==> config.mk <==
export PLATFORM = sky130hd
export DESIGN_NAME = pcs_cfg_regs
export DESIGN_NICKNAME = d
export VERILOG_FILES = /design/src/pkg/pcs_pkg.sv /design/src/core/pcs_sync3.sv /design/src/core/pcs_cfg_regs.sv
export SDC_FILE = /design/constraint.sdc
export NUM_CORES = 1
export LEC_CHECK = 0
export ABC_AREA = 1
export CAP_MARGIN = 20
export CORE_ASPECT_RATIO = 1.5
export CORE_MARGIN = 5
export CORE_UTILIZATION = 43
export CTS_CLUSTER_SIZE = 25
export DETAILED_ROUTE_END_ITERATION = 16
export DONT_BUFFER_PORTS = 1
export GPL_TIMING_DRIVEN = 0
export SLEW_MARGIN = 20
export SYNTH_ARGS = -nofsm -noshare
export SYNTH_HDL_FRONTEND = slang
export SYNTH_HIERARCHICAL = 1
export SYNTH_SLANG_ARGS = --single-unit
==> constraint.sdc <==
create_clock -name mclk -period 0.8 [get_ports mclk]
set_input_delay 0.12 -clock mclk [delete_from_list [all_inputs] [get_ports mclk]]
set_output_delay 0.12 -clock mclk [all_outputs]
set_load 0.02 [all_outputs]
==> src/pkg/pcs_pkg.sv <==
/*
 Constants for the configuration status, class and identification register block.
 Assumes a byte-addressed configuration space with a 32-bit dword access port.
*/
package pcs_pkg;
	// Byte offsets within configuration space (dword aligned).
	localparam logic [7:0] PCS_OFF_CMD_STATUS = 8'h04;
	localparam logic [7:0] PCS_OFF_CLASS_REV = 8'h08;
	localparam logic [7:0] PCS_OFF_CACHE_LAT = 8'h0c;
	// Status bit positions.
	localparam int PCS_ST_DET_PARITY = 15;
	localparam int PCS_ST_SIG_SYSERR = 14;
	localparam int PCS_ST_RX_MASTER_ABORT = 13;
	localparam int PCS_ST_RX_TARGET_ABORT = 12;
	localparam int PCS_ST_SIG_TARGET_ABORT = 11;
	localparam int PCS_ST_MDPE = 8;
	localparam int PCS_ST_CAPL = 4;
	localparam int PCS_ST_INTS = 3;
	// Command bit positions.
	localparam int PCS_CMD_PERR = 6;
	localparam int PCS_CMD_SERR = 8;
	localparam int PCS_CMD_INTD = 10;
	// Writable status flags (write one to clear).
	localparam logic [15:0] PCS_ST_W1C_MASK = 16'hf900;
	// Reset values and command write mask.
	localparam logic [15:0] PCS_STATUS_RST = 16'h0000;
	localparam logic [15:0] PCS_CMD_RST = 16'h0000;
	localparam logic [15:0] PCS_CMD_WMASK = 16'h0556;
	localparam logic [7:0] PCS_CACHE_LINE_RST = 8'h00;
	// Class codes and latency timer value.
	localparam logic [7:0] PCS_PROG_IF = 8'h00;
	localparam logic [7:0] PCS_SUBCLASS = 8'h80;
	localparam logic [7:0] PCS_BASECLASS = 8'h02;
	localparam logic [7:0] PCS_LAT_TIMER = 8'h00;
	// Revision is arbitrary, not tied to any real part.
	localparam logic [7:0] PCS_REVISION_DEF = 8'h01;
endpackage

==> src/core/pcs_sync3.sv <==
/*
 Three-stage input synchroniser with agreement of the last two stages.
 Assumes an asynchronous input and a single clock domain.
*/
`timescale 1ns/1ns
module pcs_sync3 (
	input wire logic mclk,
	input wire logic rst_n,
	input wire logic ce,
	input wire logic async_in,
	output logic sync_out
);
	typedef struct packed {
		logic s1;
		logic s2;
		logic s3;
		logic out;
	} pcs_sync_st_t;
	pcs_sync_st_t st_q;
	pcs_sync_st_t st_d;
	always_comb begin
		st_d = st_q;
		if (ce) begin
			st_d.s1 = async_in;
			st_d.s2 = st_q.s1;
			st_d.s3 = st_q.s2;
			if (st_q.s2 == st_q.s3) begin
				st_d.out = st_q.s3;
			end
		end
	end
	always_ff @(posedge mclk or negedge rst_n) begin
		if (!rst_n) begin
			st_q <= '0;
		end else begin
			st_q <= st_d;
		end
	end
	assign sync_out = st_q.out;
endmodule // pcs_sync3

==> src/core/pcs_cfg_regs.sv <==
/*
 Configuration status, command, class and revision registers of an endpoint header.
 Assumes the link core presents one-cycle event pulses on mclk and a dword
 configuration access port; the interrupt source level comes from another domain.
*/
// Operation
// - Sixteen-bit status register, reads unchanged, resets zero.
// - Software only clears flags; hardware sets them.
// - Poisoned TLP received sets detected parity flag.
// - Fatal/nonfatal message with enable sets system flag.
// - Unsupported request completion sets master abort.
// - Completer abort completion sets received target abort.
// - Sending completer abort sets signaled target abort.
// - Bits ten, nine, seven, five read zero.
// - Master parity flag needs response enable set.
// - Capability list bit always reads one.
// - Interrupt status bit mirrors pending interrupt.
// - Interrupt status read only, clears with source.
// - Interrupt disable does not change status bit.
// - Interrupt output only when enabled and pending.
// - Eight-bit read-only revision register.
// - Programming interface reads zero.
// - Subclass reads other network controller.
// - Base class reads network controller.
// - Cache line size read-write, no effect.
// - Latency timer reads zero, writes discarded.
// - Command bit six enables parity response.
// - Command bit eight enables system error.
// - Command bit ten disables legacy interrupt.
`timescale 1ns/1ns
module pcs_cfg_regs
	import pcs_pkg::*;
#(
	parameter logic [7:0] REVISION = PCS_REVISION_DEF
) (
	input wire logic mclk,
	input wire logic rst_n,
	input wire logic ce,
	input wire logic cfg_rd,
	input wire logic cfg_wr,
	input wire logic [7:0] cfg_addr,
	input wire logic [3:0] cfg_be,
	input wire logic [31:0] cfg_wdata,
	output logic [31:0] cfg_rdata,
	output logic cfg_ack,
	input wire logic ev_poisoned_rx,
	input wire logic ev_err_msg_sent,
	input wire logic ev_cpl_ur_rx,
	input wire logic ev_cpl_ca_rx,
	input wire logic ev_cpl_ca_sent,
	input wire logic ev_req_poisoned_cpl,
	input wire logic ev_req_poisoned_wr,
	input wire logic int_source_pending,
	output logic legacy_int,
	output logic parity_error_response_enable,
	output logic system_error_enable,
	output logic interrupt_disable_control
);
	typedef struct packed {
		logic [15:0] status;
		logic [15:0] command;
		logic [7:0] cache_line_size_field;
		logic [31:0] rdata;
		logic ack;
		logic int_out;
	} pcs_regs_st_t;

	pcs_regs_st_t st_q;
	pcs_regs_st_t st_d;
	logic int_pending_sync;

	// Word assembly with byte enables applied.
	function automatic logic [31:0] merge_be(input logic [31:0] old, input logic [31:0] wd, input logic [3:0] be);
		logic [31:0] r;
		r = old;
		for (int i = 0; i < 4; i++) begin
			if (be[i]) begin
				r[i*8 +: 8] = wd[i*8 +: 8];
			end
		end
		return r;
	endfunction

	function automatic logic [15:0] status_view(input logic [15:0] flags, input logic ints);
		logic [15:0] v;
		v = flags & PCS_ST_W1C_MASK;
		v[PCS_ST_CAPL] = 1'b1;
		v[PCS_ST_INTS] = ints;
		return v;
	endfunction

	pcs_sync3 u_int_sync (
		.mclk(mclk),
		.rst_n(rst_n),
		.ce(ce),
		.async_in(int_source_pending),
		.sync_out(int_pending_sync)
	);

	always_comb begin
		logic [15:0] set_v;
		logic [15:0] clr_v;
		logic [31:0] wm;
		set_v = '0;
		clr_v = '0;
		wm = '0;
		st_d = st_q;
		if (ce) begin
			st_d.ack = cfg_rd | cfg_wr;
			if (cfg_rd) begin
				unique case (cfg_addr)
					PCS_OFF_CMD_STATUS: st_d.rdata = {status_view(st_q.status, int_pending_sync), st_q.command};
					PCS_OFF_CLASS_REV: st_d.rdata = {PCS_BASECLASS, PCS_SUBCLASS, PCS_PROG_IF, REVISION};
					PCS_OFF_CACHE_LAT: st_d.rdata = {16'h0000, PCS_LAT_TIMER, st_q.cache_line_size_field};
					default: st_d.rdata = 32'h0000_0000;
				endcase
			end
			if (cfg_wr && cfg_addr == PCS_OFF_CMD_STATUS) begin
				wm = merge_be({16'h0000, st_q.command}, cfg_wdata, cfg_be);
				st_d.command = wm[15:0] & PCS_CMD_WMASK;
				if (cfg_be[2]) begin
					clr_v[7:0] = cfg_wdata[23:16];
				end
				if (cfg_be[3]) begin
					clr_v[15:8] = cfg_wdata[31:24];
				end
				clr_v = clr_v & PCS_ST_W1C_MASK;
			end
			if (cfg_wr && cfg_addr == PCS_OFF_CACHE_LAT && cfg_be[0]) begin
				st_d.cache_line_size_field = cfg_wdata[7:0];
			end
			set_v[PCS_ST_DET_PARITY] = ev_poisoned_rx;
			set_v[PCS_ST_SIG_SYSERR] = ev_err_msg_sent & st_q.command[PCS_CMD_SERR];
			set_v[PCS_ST_RX_MASTER_ABORT] = ev_cpl_ur_rx;
			set_v[PCS_ST_RX_TARGET_ABORT] = ev_cpl_ca_rx;
			set_v[PCS_ST_SIG_TARGET_ABORT] = ev_cpl_ca_sent;
			set_v[PCS_ST_MDPE] = st_q.command[PCS_CMD_PERR] & (ev_req_poisoned_cpl | ev_req_poisoned_wr);
			// A set in the same cycle as a clear wins.
			st_d.status = ((st_q.status & ~clr_v) | set_v) & PCS_ST_W1C_MASK;
			st_d.int_out = int_pending_sync & ~st_q.command[PCS_CMD_INTD];
		end
	end

	always_ff @(posedge mclk or negedge rst_n) begin
		if (!rst_n) begin
			st_q.status <= PCS_STATUS_RST;
			st_q.command <= PCS_CMD_RST;
			st_q.cache_line_size_field <= PCS_CACHE_LINE_RST;
			st_q.rdata <= 32'h0000_0000;
			st_q.ack <= 1'b0;
			st_q.int_out <= 1'b0;
		end else begin
			st_q <= st_d;
		end
	end

	assign cfg_rdata = st_q.rdata;
	assign cfg_ack = st_q.ack;
	assign legacy_int = st_q.int_out;
	assign parity_error_response_enable = st_q.command[PCS_CMD_PERR];
	assign system_error_enable = st_q.command[PCS_CMD_SERR];
	assign interrupt_disable_control = st_q.command[PCS_CMD_INTD];
endmodule // pcs_cfg_regs

## Yosys cells after proc, flatten, opt, wreduce, memory -nomap -nowiden

Index checks and enable logic that the tools add are counted.

| storage, ports and cells | value |
|---|---|
| latch bits | 0 |
| ROM bits | 0 |
| register bits | 58 |
| memory bits (writable) | 0 |
| memories kept | 0 |
| output and inout bits | 37 |

| cells by class | value |
|---|---|
| divide/modulo/power cells | 0 |
| eq/ne operators | 4 |
| add/subtract/negate cells | 0 |
| multiplexer cells | 4 |
| $lt $le $gt $ge | 0 |
| bitwise gates (word level) | 9 |
| $mul | 0 |
| shifts and indexed selects | 0 |
| reductions and logical operators | 8 |

Operator list:

| kind | count |
|---|---|
| 32-bit one-hot mux with 3 select lines | 1 |
| 16-bit 2-to-1 mux | 2 |
| 16-bit AND | 1 |
| 8-bit by 4-bit == test with 1-bit output, second input constant | 2 |
| 16-bit inverter | 1 |
| 16-bit bitwise OR | 1 |
| 8-bit by 3-bit == test with 1-bit output, second input constant | 1 |
| 8-bit 2-to-1 mux | 1 |
| 2-bit AND reduction | 3 |
| 3-bit AND reduction | 2 |
| 1-bit AND | 3 |
| 1-bit logical AND | 3 |
| 1-bit bitwise OR | 2 |
| 1-bit == test | 1 |
| 1-bit inverter | 1 |

## Longest topological paths before layout

Gate-level depths: netlist of run 1.

| depth | value |
|---|---|
| depth after elaboration | 7 |
| mapped depth | 8 |

## Cells and area by module

The synthesis of run 1 kept the hierarchy.

Modules (own cells, without submodules):

| module | cells an instance | instances | area each (µm²) |
|---|---|---|---|
| pcs_cfg_regs | 270 | 1 | 2,159.6 |
| pcs_sync3 | 20 | 1 | 163.9 |

## Worst setup path before layout of run 1

Ideal clock, no wire load.

| timing path | value |
|---|---|
| path kind | input to register |
| start point | input port cfg_addr[5] |
| end point | register st_q[34] (netlist name) |
| path buffers | 0 |
| stages | 6 |
| data arrival time | 0.774 ns |
| library setup time | 0.117 ns |
| slack | -0.091 ns |
| cell sequence | nor2_1 > nand2_2 > nor3_2 > nand2_2 > nand2_1 > nand2_1 |

| between the ends | value |
|---|---|
| cells in the longest elaborated chain, start to end | 4 |

RTL lines:

| element | RTL line | source |
|---|---|---|
| start, declared | pcs_cfg_regs.sv:41 | `input wire logic [7:0] cfg_addr,` |
| 8-bit by 4-bit == test with 1-bit output | pcs_cfg_regs.sv:129 | `if (cfg_wr && cfg_addr == PCS_OFF_CACHE_LAT && cfg_be[0]) begin` |
| 1-bit logical AND (2 in series) | pcs_cfg_regs.sv:129 |  |
| 2-bit AND reduction (no source line) | n/a |  |
| end signal, assigned | pcs_cfg_regs.sv:153 | `st_q <= st_d;` |
| end, declared | pcs_cfg_regs.sv:68 | `pcs_regs_st_t st_q;` |

Every way passes these cells.
A chain may end at the register's enable or synchronous reset.

## Worst setup path after layout of run 1

| timing path | value |
|---|---|
| start point | register st_q (netlist bit cfg_rdata[25]) |
| end point | output port cfg_rdata[25] |

RTL lines:

| element | RTL line | source |
|---|---|---|
| end, declared | pcs_cfg_regs.sv:44 | `output logic [31:0] cfg_rdata,` |

No word-level cell between the ends.

==> results of run 1 <==
[kinds of logic after synthesis]
| kind of cell | count (synthesis) | synth area share [%] |
|---|---|---|
| and+or+nand+nor | 168 | 31.8 |
| buffers and inverters | 69 | 17.9 |
| DFF | 45 | 48.5 |
| AOI/OAI and AO/OA | 7 | 1.72 |
| other | 1 | 0.161 |
[per-layer routing]
metal | vias up | track usage, %
met5 | - | 0
met4 | 0 | 4.42
met3 | 8 | 4.71
met2 | 48 | 31.2
met1 | 865 | 17.8
li1 | 950 | -
[what timing repair did]
item,4_1_cts,5_1_grt
pin swaps,1,3
resized for setup,26,9
hold endpoints to repair,65,45
setup endpoints to repair,32,34
setup buffers,2,8
[worst max path at each step]
| stage | startpoint | to | slack, ns | cells after the start |
|---|---|---|---|---|
| 2_1_floorplan | cfg_addr[5] | parity_error_response_enable$_DFFE_PN0P_ | -0.04 | 7 |
| 3_3_place_gp | cfg_addr[5] | parity_error_response_enable$_DFFE_PN0P_ | -0.21 | 7 |
| 3_5_place_dp | cfg_addr[5] | parity_error_response_enable$_DFFE_PN0P_ | -0.21 | 7 |
| 4_1_cts | cfg_rdata[25]$_DFFE_PN0P_ | cfg_rdata[25] | -0.21 | 1 |
| 5_1_grt | cfg_rdata[25]$_DFFE_PN0P_ | cfg_rdata[25] | -0.23 | 1 |
| 6_report | cfg_rdata[25]$_DFFE_PN0P_ | cfg_rdata[25] | -0.19 | 1 |
[stage by stage]
step / area (sq um) / total power (W) / std cells / setup TNS [ns]
floorplan: 2400 / 0.00274 / 301 / -0.373
global placement: 2490 / 0.00280 / 369 / -5.08
detailed placement: 2490 / 0.00281 / 369 / -5.56
CTS: 2890 / 0.00445 / 399 / -3.86
global route: 2970 / 0.00462 / 407 / -4.62
finish: 2970 / 0.00440 / 407 / -3.56
[area by class of cell]
class / count / area, sq um
fillers: 507 / 2230
flip-flops and latches: 45 / 1130
multi-input cells: 187 / 881
plain buffers: 40 / 382
repair buffers: 30 / 282
inverters: 29 / 109
clock buffers: 7 / 96.3
well taps: 68 / 85.1
clock inverters: 1 / 5.00
[power groups by stage]
stage	clock network (W)	registers, W	logic (W)
after floorplan	0	0.00244	0.000301
after global placement	0	0.00245	0.000347
after detailed placement	0	0.00245	0.000353
after CTS	0.00159	0.00241	0.000443
after global routing	0.00169	0.00242	0.000507
final	0.00153	0.00241	0.000456
[cells in the final DEF, fill, tap and decap left out, types with 2 or more instances in the layout]
master,n
sky130_fd_sc_hd__buf_2,2
sky130_fd_sc_hd__buf_4,24
sky130_fd_sc_hd__buf_6,24
sky130_fd_sc_hd__clkbuf_8,7
sky130_fd_sc_hd__clkinv_1,3
sky130_fd_sc_hd__conb_1,12
sky130_fd_sc_hd__dfrtp_1,40
sky130_fd_sc_hd__dfrtp_2,5
sky130_fd_sc_hd__dlygate4sd3_1,19
sky130_fd_sc_hd__inv_1,20
sky130_fd_sc_hd__inv_2,6
sky130_fd_sc_hd__nand2_1,105
sky130_fd_sc_hd__nand2_2,6
sky130_fd_sc_hd__nand3_1,35
sky130_fd_sc_hd__nand3_2,3
sky130_fd_sc_hd__nand3b_1,4
sky130_fd_sc_hd__nand4_1,3
sky130_fd_sc_hd__nor2_1,3
sky130_fd_sc_hd__nor2_4,5
sky130_fd_sc_hd__o211ai_1,2
sky130_fd_sc_hd__o21ai_0,3
[registers in the layout, summed over array words and instances (netlist names)]
register                      cells
cfg_rdata                        19
parity_error_response_enable      1
system_error_enable               1
u_int_sync/sync_out               1
legacy_int                        1
cfg_ack                           1
st_q                             17
interrupt_disable_control         1
u_int_sync/st_q                   3
==> results by group, run 1 <==
Synthesis
  – Syn Std Cell Area: roughly 2300 sq um
  – Synthesized netlist cell count: just under 300
  – Top post-synthesis cells by count: sky130_fd_sc_hd__nand2_1 (108), sky130_fd_sc_hd__dfrtp_1 (45), sky130_fd_sc_hd__nand3_1 (38)
  – Sequential area share after synthesis: between 40% and 50%
  – Post-synth top flop: sky130_fd_sc_hd__dfrtp_1
  – Post-Synthesis Mean Instance Area: between 8 and 9 sq um
  – Most frequent cell after synthesis: sky130_fd_sc_hd__nand2_1
  – Cell taking the most area after synthesis: sky130_fd_sc_hd__dfrtp_1
  – Total of flip-flops plus latches after synthesis: between 40 and 50
  – Distinct cell type count after synthesis: 21
  – Total number of yosys warnings: 6
  – Count of flip-flops with a built-in enable after synthesis: 0
  – Share of the synthesized area in the top cell type: about half
  – Share of async-settable or async-resettable flops after synthesis: 100%
  – Largest cells by area after synthesis: sky130_fd_sc_hd__dfrtp_1 (48%), sky130_fd_sc_hd__nand2_1 (17%), sky130_fd_sc_hd__buf_4 (11%)

Pwr
  – Sw Pwr: ~0.0011 W
  – Sw frac: between 20% and 30%
  – Proportion of power drawn by the clock network: between 30% and 40%
  – Internal Dissipation: roughly 0.0033 W
  – Lkg Pwr: 1.63 nW
  – Flop pwr share: between 50% and 60%
  – IR drop worst, VDD: about 1000 uV
  – Power per cell area: roughly 1500 nW/um^2
  – Relative contribution of combinational cells to total power: between 10% and 20%

Route
  – Met1 layer wirelength in the final routing: 2.04 mm
  – Met3 Wirelength: between 300 and 400 um
  – Total Wirelength: between 5 and 6 mm
  – Max Used Layer: met4
  – Post-route antenna net violation count: 0
  – Post-route DRC: 0
  – First-iteration detailed-routing DRC count: 80
  – Count of TritonRoute iterations in the first routing pass: 4
  – Average routed wire per standard cell: ~13 um
  – Vias after detailed routing: 1,871
  – Met2 wirelength from detailed routing: about 3 mm
  – Routed via count divided by cell count: around 4.6

Floorplan
  – Standard cell core area: ~5200 sq um
  – Height of the die: 100 um
  – Chip Width: approximately 70 um
  – Area of the die: about 7000 sq um
  – # IOs: 94
  – Cell Rows: 32
  – Initial core utilization: ~45%

CTS
  – Insertion delay of the later-clocked pin in the worst-skew pair: around 0.29 ns
  – CTS Sinks: 45
  – CTS Root Buffer Type: sky130_fd_sc_hd__clkbuf_8
  – Number of H-tree levels: 2
  – # hold bufs at CTS: 20
  – Inserted Clock Buffers: 5
  – Clock slew at reported path FFs: around 0.080 ns
  – Bufs on Longest Clock Path: 2
  – CTS tree: built

Placed design
  – Estimated wirelength of the detail-placed design: between 3 and 4 mm
  – Final GP Congestion: between 0.7 and 0.8
  – Pre-CTS worst setup slack: -0.207 ns
  – Port Buffers: 0

Setup path
  – FF-to-FF Start: cfg_rdata[27]$_DFFE_PN0P_
  – FF-to-FF setup slack: -0.07 ns
  – CP Capture Type: output pin
  – Cell count of the worst reg-to-reg path: 4
  – Critical register-to-register path endpoint: cfg_rdata[27]$_DFFE_PN0P_
  – Cell class contributing the biggest share of worst-path delay: flip-flops
  – Max FO, Critical Path: 3
  – Startpoint class of the critical path: flip-flop
  – Cells traversed along the worst timing path: buf_6
  – Buffering stage count on the worst path with inverters included: 1
  – Arrival time worst endpoint: 0.87 ns
  – Worst path max stage delay: 0.43 ns
  – Critical Path Slowest Stage Cell: sky130_fd_sc_hd__dfrtp_1
  – Required arrival time at the worst endpoint: roughly 0.68 ns
  – Type of the setup path with the least slack: flip-flop to output pin

Run
  – Max-cap check violation count: 0

Global route
  – Wire length of the first global-routing pass: approximately 9.2 mm
  – Maximum number of pins on one net before global-route repair: between 40 and 50
  – Number of global-route vias before repair: 1,971
  – Combined global-route utilization of all metal layers: 16.5%
  – Total global routing overflow: 0
  – Number of antenna violations at the first check in global routing: 0

STA
  – RSZ-0062 raised after global routing: true
  – Fmax: between 1 and 1.5 GHz
  – Post-route setup slack: -0.187 ns
  – Final count of hold timing violations: 45
  – Fin. max-slew vios: 0
  – Share of the cycle needed by the critical path after routing: 123%
  – Shortest clock period the worst path allows after layout: approximately 0.99 ns
  – Clock tree skew after final layout: a little under 0.006 ns
  – Endpoints failing setup: 28
  – Worst slack on hold paths: -0.487 ns

Finish
  – Area overhead of the layout relative to synthesis: 27.9%
  – Utilization of the core after routing: between 50% and 60%
  – Antenna Cells: 0
  – Layout cell share with drive strength beyond 1: around 26%
  – Fin nets: just under 400

Outcome
  – Failing checks: negative hold slack, negative setup slack
  – Outcome: finished with violations

Worst hold path
  – Path category of the worst min-delay check: primary input to async pin
(Power assumes the default switching activity.)
==> run 2: changes to the inputs <==
Settings changed: REMOVE_ABC_BUFFERS set to 1.
==> results by group, run 2 (synthesis results as in run 1) <==
Outcome
  – Outcome: finished with violations
  – Failing checks: negative hold slack, negative setup slack

Finish
  – Layout cell share with drive strength beyond 1: 19.3% (-6.3 points)
  – Antenna Cells: 0 (unchanged)
  – Leading cell types in the layout, fill and taps excluded: sky130_fd_sc_hd__nand2_1 (106), sky130_fd_sc_hd__nand3_1 (36), sky130_fd_sc_hd__dfrtp_2 (24)
  – Area overhead of the layout relative to synthesis: 10.4%
  – Area of the multi-input gates: 863 sq um (-2.0%)
  – Most frequent standard cell in the layout excluding fill and tap cells: sky130_fd_sc_hd__nand2_1
  – Post-layout instance area: 2560 sq um (-14%)
  – Fin nets: 351 (-11%)
  – Utilization of the core after routing: 49.3% (-7.8 points)
  – Count of fill cells added during filler insertion: 519 (+2.4%)
  – Flip-flop count of the largest register, all copies and words added: 19 (unchanged)
  – Area taken by flip-flops and latches: 1160 sq um (+2.1%)

STA
  – Accumulated negative setup slack: -2.17 ns (+1.38 ns)
  – Endpoints failing setup: 27 (-3.6%)
  – Post-route setup slack: -0.124 ns (+0.0630 ns)
  – Clock tree skew after final layout: 0.00827 ns (+0.00241 ns)
  – Share of the cycle needed by the critical path after routing: 115% (-7.9 points)
  – Worst slack on hold paths: -0.496 ns (-0.00897 ns)
  – RSZ-0062 raised after global routing: true
  – Fin. max-slew vios: 0 (unchanged)
  – Fmax: 1.08 GHz (+6.8%)
  – Shortest clock period the worst path allows after layout: 0.924 ns (-0.0630 ns)
  – Final count of hold timing violations: 57 (+27%)

Floorplan
  – Height of the die: 100 um (unchanged)
  – Area of the die: 7000 sq um (unchanged)
  – Initial core utilization: 44.6% (unchanged)
  – Cell Rows: 32 (unchanged)
  – # IOs: 94 (unchanged)
  – Chip Width: 70.0 um (unchanged)
  – Standard cell core area: 5200 sq um (unchanged)

Placed design
  – Port Buffers: 0 (unchanged)
  – Post-place instance area: 2140 sq um (-14%)
  – Final GP Congestion: 0.723 (-6.3%)
  – Estimated wirelength of the detail-placed design: 3.31 mm (-15%)

Setup path
  – Startpoint class of the critical path: flip-flop
  – Type of the setup path with the least slack: flip-flop to output pin
  – Origin of the worst setup path: cfg_rdata[25]$_DFFE_PN0P_
  – Max FO, Critical Path: 3 (unchanged)
  – CP Capture Type: output pin
  – Arrival time worst endpoint: 0.80 ns (-0.07 ns)
  – FF-to-FF Start: parity_error_response_enable$_DFFE_PN0P_
  – Required arrival time at the worst endpoint: 0.68 ns (about the same)

CTS
  – Inserted Clock Buffers: 5 (unchanged)
  – Bufs on Longest Clock Path: 2 (unchanged)
  – CTS Root Buffer Type: sky130_fd_sc_hd__clkbuf_8
  – CTS tree: built
  – Clock slew at reported path FFs: 0.09 ns (about the same)
  – Insertion delay of the later-clocked pin in the worst-skew pair: 0.30 ns (about the same)
  – CTS Sinks: 45 (unchanged)
  – # hold bufs at CTS: 17 (-15%)
  – Number of H-tree levels: 2 (unchanged)

Pwr
  – Flop pwr share: 58.2% (+3.3 points)
  – Sw frac: 25.3% (+0.99 points)
  – Lkg Pwr: 1.34 nW (-18%)
  – Relative contribution of combinational cells to total power: 8.6% (-1.8 points)
  – Sw Pwr: 0.00105 W (-1.7%)
  – Power per cell area: 1620 nW/um^2 (+9.4%)
  – Proportion of power drawn by the clock network: 33.2% (-1.5 points)
  – Internal Dissipation: 0.00310 W (-6.8%)
  – Total chip power: 0.00415 W (-5.5%)
  – IR drop worst, VDD: 922 uV (-9.5%)

Global route
  – Maximum number of pins on one net before global-route repair: 46 (unchanged)
  – Total global routing overflow: 0 (unchanged)
  – Combined global-route utilization of all metal layers: 15.4% (-1.1 points)
  – Number of global-route vias before repair: 1,801 (-8.6%)
  – Number of antenna violations at the first check in global routing: 0 (unchanged)
  – Wire length of the first global-routing pass: 8.58 mm (-7.1%)

Route
  – Count of TritonRoute iterations in the first routing pass: 4 (unchanged)
  – Average routed wire per standard cell: 14.0 um (+5.5%)
  – First-iteration detailed-routing DRC count: 73 (-8.8%)
  – Routed via count divided by cell count: 4.70 (+2.2%)
  – Total Wirelength: 5.08 mm (-5.9%)
  – Vias after detailed routing: 1,706 (-8.8%)
  – Post-route DRC: 0 (unchanged)
  – Post-route antenna net violation count: 0 (unchanged)

Worst hold path
  – Path category of the worst min-delay check: primary input to async pin

Run
  – Max-cap check violation count: 0 (unchanged)
## run 2: changes by cell type in the layout (fill, tap and decap cells not counted), moves of 3 or more
cell / before / now
sky130_fd_sc_hd__buf_6: 24 / 2
sky130_fd_sc_hd__buf_4: 24 / 4
sky130_fd_sc_hd__dfrtp_1: 40 / 21
sky130_fd_sc_hd__dfrtp_2: 5 / 24
sky130_fd_sc_hd__inv_2: 6 / 3
## run 2: per-layer routing
| metal | GRT usage, % | part of all wire, % |
|---|---|---|
| met4 | 5.31 | 1.3 |
| met2 | 28.2 | 53 |
| met1 | 16.5 | 37 |
| met3 | 4.91 | 8.3 |
| met5 | 0 | 0 |
## run 2: area by class of cell
class                   count  share of cell area, %
clock buffers               7                   2.98
clock inverters             1                  0.293
well taps                  68                   3.32
repair buffers             25                   10.2
flip-flops and latches     45                   45.1
multi-input cells         188                   33.7
inverters                  29                   4.44
## run 2: final timing paths
kind                                             endpoint  slack (ns)  cells after the start
max                                         cfg_rdata[23]       -0.12                      0
min                             cfg_rdata[20]$_DFFE_PN0P_       -0.50                      0
max reg2reg                      cfg_rdata[6]$_DFFE_PN0P_       -0.05                      4
min reg2reg                          st_q[39]$_DFFE_PN0P_        0.48                      2
max in group asynchronous       cfg_rdata[24]$_DFFE_PN0P_        1.20                      0
min in group mclk          u_int_sync/st_q[1]$_DFFE_PN0P_       -0.10                      1
## run 2: power groups by stage
stage	Clock [W]	Combinational (W)	Sequential [W]
final	0.00138	0.000355	0.00242
after global placement	0	0.000249	0.00246
after global routing	0.00153	0.000400	0.00243
after floorplan	0	0.000215	0.00244
after detailed placement	0	0.000254	0.00246
after CTS	0.00143	0.000336	0.00242
## run 2: stage by stage
stage / std cells / worst slack, ns
finish: 363 / -0.124
global route: 363 / -0.161
CTS: 359 / -0.136
detailed placement: 329 / -0.752
global placement: 329 / -0.739
floorplan: 261 / -0.355
## run 2: timing repair
action,4_1_cts,5_1_grt
pin swaps,5,5
hold endpoints to repair,67,56
cloned,1,0
gates resized for setup,32,9
endpoints found under the setup margin,65,46
setup buffers,4,4
==> run 3: changes to the inputs <==
Settings changed: CORE_MARGIN 5 to 1.5, RECOVER_POWER set to 100.
==> results by group, run 3 (synthesis results as in run 1) <==
Pwr
  – Sw Pwr: 0.00108 W (+2.8%)
  – IR drop worst, VDD: 900 uV (-2.4%)
  – Flop pwr share: 58.1% (about the same)
  – Power per cell area: 1650 nW/um^2 (+2.0%)
  – Proportion of power drawn by the clock network: 33.5% (+0.3 points)
  – Lkg Pwr: 1.34 nW (+0.20%)
  – Sw frac: 26.0% (+0.68 points)
  – Internal Dissipation: 0.00308 W (-0.80%)
  – Relative contribution of combinational cells to total power: 8.4% (-0.2 points)

Floorplan
  – Height of the die: 93.0 um (-7.0%)
  – Area of the die: 5860 sq um (-16%)
  – # IOs: 94 (unchanged)
  – Cell Rows: 32 (unchanged)
  – Initial core utilization: 45.0% (+0.35 points)
  – Chip Width: 63.0 um (-10%)
  – Standard cell core area: 5160 sq um (-0.77%)

Route
  – Met3 Wirelength: 218 um (-48%)
  – Post-route DRC: 0 (unchanged)
  – Vias after detailed routing: 1,715 (+0.53%)
  – First-iteration detailed-routing DRC count: 78 (+6.8%)
  – Total Wirelength: 4.73 mm (-6.8%)
  – Met1 layer wirelength in the final routing: 1.92 mm (+1.2%)
  – Average routed wire per standard cell: 13.2 um (-5.7%)
  – Met2 wirelength from detailed routing: 2.54 mm (-5.6%)
  – Count of TritonRoute iterations in the first routing pass: 4 (unchanged)
  – Routed via count divided by cell count: 4.78 (+1.6%)
  – Post-route antenna net violation count: 0 (unchanged)
  – Max Used Layer: met4

CTS
  – # hold bufs at CTS: 17 (unchanged)
  – Clock slew at reported path FFs: 0.09 ns (about the same)
  – Number of H-tree levels: 2 (unchanged)
  – Insertion delay of the later-clocked pin in the worst-skew pair: 0.30 ns (about the same)
  – CTS Root Buffer Type: sky130_fd_sc_hd__clkbuf_8
  – Inserted Clock Buffers: 5 (unchanged)
  – CTS tree: built
  – Bufs on Longest Clock Path: 2 (unchanged)
  – CTS Sinks: 45 (unchanged)

STA
  – Clock tree skew after final layout: 0.00448 ns (-0.00379 ns)
  – Endpoints failing setup: 27 (unchanged)
  – Shortest clock period the worst path allows after layout: 0.916 ns (-0.00800 ns)
  – Final count of hold timing violations: 57 (unchanged)
  – Accumulated negative setup slack: -2.16 ns (+0.0118 ns)
  – RSZ-0062 raised after global routing: true
  – Fin. max-slew vios: 0 (unchanged)
  – Worst slack on hold paths: -0.494 ns (+0.00247 ns)
  – Post-route setup slack: -0.116 ns (+0.00800 ns)
  – Share of the cycle needed by the critical path after routing: 114% (-1.0 points)
  – Fmax: 1.09 GHz (+0.87%)

Setup path
  – CP Capture Type: output pin
  – Instance count on the critical path: 0 (unchanged)
  – FF-to-FF Start: parity_error_response_enable$_DFFE_PN0P_
  – Critical register-to-register path endpoint: cfg_rdata[6]$_DFFE_PN0P_
  – Type of the setup path with the least slack: flip-flop to output pin
  – Cell count of the worst reg-to-reg path: 4 (unchanged)
  – Startpoint class of the critical path: flip-flop
  – Arrival time worst endpoint: 0.80 ns (about the same)
  – Max FO, Critical Path: 3 (unchanged)
  – Required arrival time at the worst endpoint: 0.68 ns (about the same)
  – FF-to-FF setup slack: -0.02 ns (+0.03 ns)

Global route
  – Wire length of the first global-routing pass: 7.85 mm (-8.6%)
  – Combined global-route utilization of all metal layers: 17.6% (+2.3 points)
  – Number of antenna violations at the first check in global routing: 0 (unchanged)
  – Maximum number of pins on one net before global-route repair: 46 (unchanged)
  – Total global routing overflow: 0 (unchanged)
  – Number of global-route vias before repair: 1,638 (-9.1%)

Placed design
  – Post-place instance area: 2140 sq um (unchanged)
  – Port Buffers: 0 (unchanged)
  – Estimated wirelength of the detail-placed design: 3.01 mm (-9.0%)
  – Pre-CTS worst setup slack: -0.724 ns (+0.0285 ns)
  – Final GP Congestion: 0.731 (+1.1%)
  – Inst Count DP: 329 (unchanged)

Finish
  – Most frequent standard cell in the layout excluding fill and tap cells: sky130_fd_sc_hd__nand2_1
  – Layout cell share with drive strength beyond 1: 15.1% (-4.2 points)
  – Post-layout instance area: 2520 sq um (-1.8%)
  – Antenna Cells: 0 (unchanged)
  – Flip-flop count of the largest register, all copies and words added: 19 (unchanged)
  – Fin nets: 347 (-1.1%)
  – Final standard cell count with taps included and fillers excluded: 359 (-1.1%)
  – Count of fill cells added during filler insertion: 520 (+0.19%)
  – Leading cell types in the layout, fill and taps excluded: sky130_fd_sc_hd__nand2_1 (107), sky130_fd_sc_hd__nand3_1 (35), sky130_fd_sc_hd__dfrtp_1 (32)
  – Area overhead of the layout relative to synthesis: 8.40%

Run
  – Max-cap check violation count: 0 (unchanged)

Outcome
  – Outcome: finished with violations
  – Failing checks: negative hold slack, negative setup slack

Worst hold path
  – Path category of the worst min-delay check: primary input to async pin
run 3: layer usage:
| metal | vias up | GRT usage [%] |
|---|---|---|
| met5 | - | 0 |
| met1 | 800 | 19.1 |
| met2 | 56 | 32.4 |
| met3 | 5 | 5.17 |
| met4 | 0 | 6.11 |
| li1 | 854 | - |
run 3: stage by stage:
step,utilization (%),power (W)
4_1_cts,48.6,0.00420
3_5_place_dp,41.5,0.00271
2_1_floorplan,-,0.00266
3_3_place_gp,41.5,0.00271
6_report,48.8,0.00416
5_1_grt,48.8,0.00437
run 3: worst max path at each step:
stage	slack, ns	startpoint	end
2_1_floorplan	-0.36	cfg_addr[5]	st_q[34]$_DFFE_PN0P_
3_3_place_gp	-0.71	ce	cfg_rdata[10]$_DFFE_PN0P_
3_5_place_dp	-0.72	ce	cfg_rdata[10]$_DFFE_PN0P_
4_1_cts	-0.13	cfg_rdata[25]$_DFFE_PN0P_	cfg_rdata[23]
5_1_grt	-0.16	cfg_rdata[25]$_DFFE_PN0P_	cfg_rdata[23]
6_report	-0.12	cfg_rdata[25]$_DFFE_PN0P_	cfg_rdata[25]
run 3: cell type report:
type	count	area, sq um	area share [%]
clock buffers	5	68.8	2.73
clock inverters	3	17.5	0.695
multi-input cells	188	873	34.7
inverters	29	118	4.67
well taps	68	85.1	3.38
repair buffers	21	214	8.49
flip-flops and latches	45	1140	45.4
run 3: power by group through the flow:
stage | Sequential (W) | Combinational [W] | Clock (W)
after detailed placement | 0.00246 | 0.000256 | 0
after global routing | 0.00243 | 0.000397 | 0.00155
after CTS | 0.00241 | 0.000337 | 0.00144
final | 0.00242 | 0.000351 | 0.00139
after floorplan | 0.00244 | 0.000215 | 0
after global placement | 0.00246 | 0.000251 | 0
run 3: what timing repair did:
| action | 4_1_cts | 5_1_grt |
|---|---|---|
| endpoints found under the hold margin | 67 | 57 |
| resized for setup | 31 | 13 |
| gates cloned | 1 | 0 |
| pin swaps | 4 | 3 |
| setup buffers | 4 | 0 |
| setup endpoints to repair | 65 | 55 |
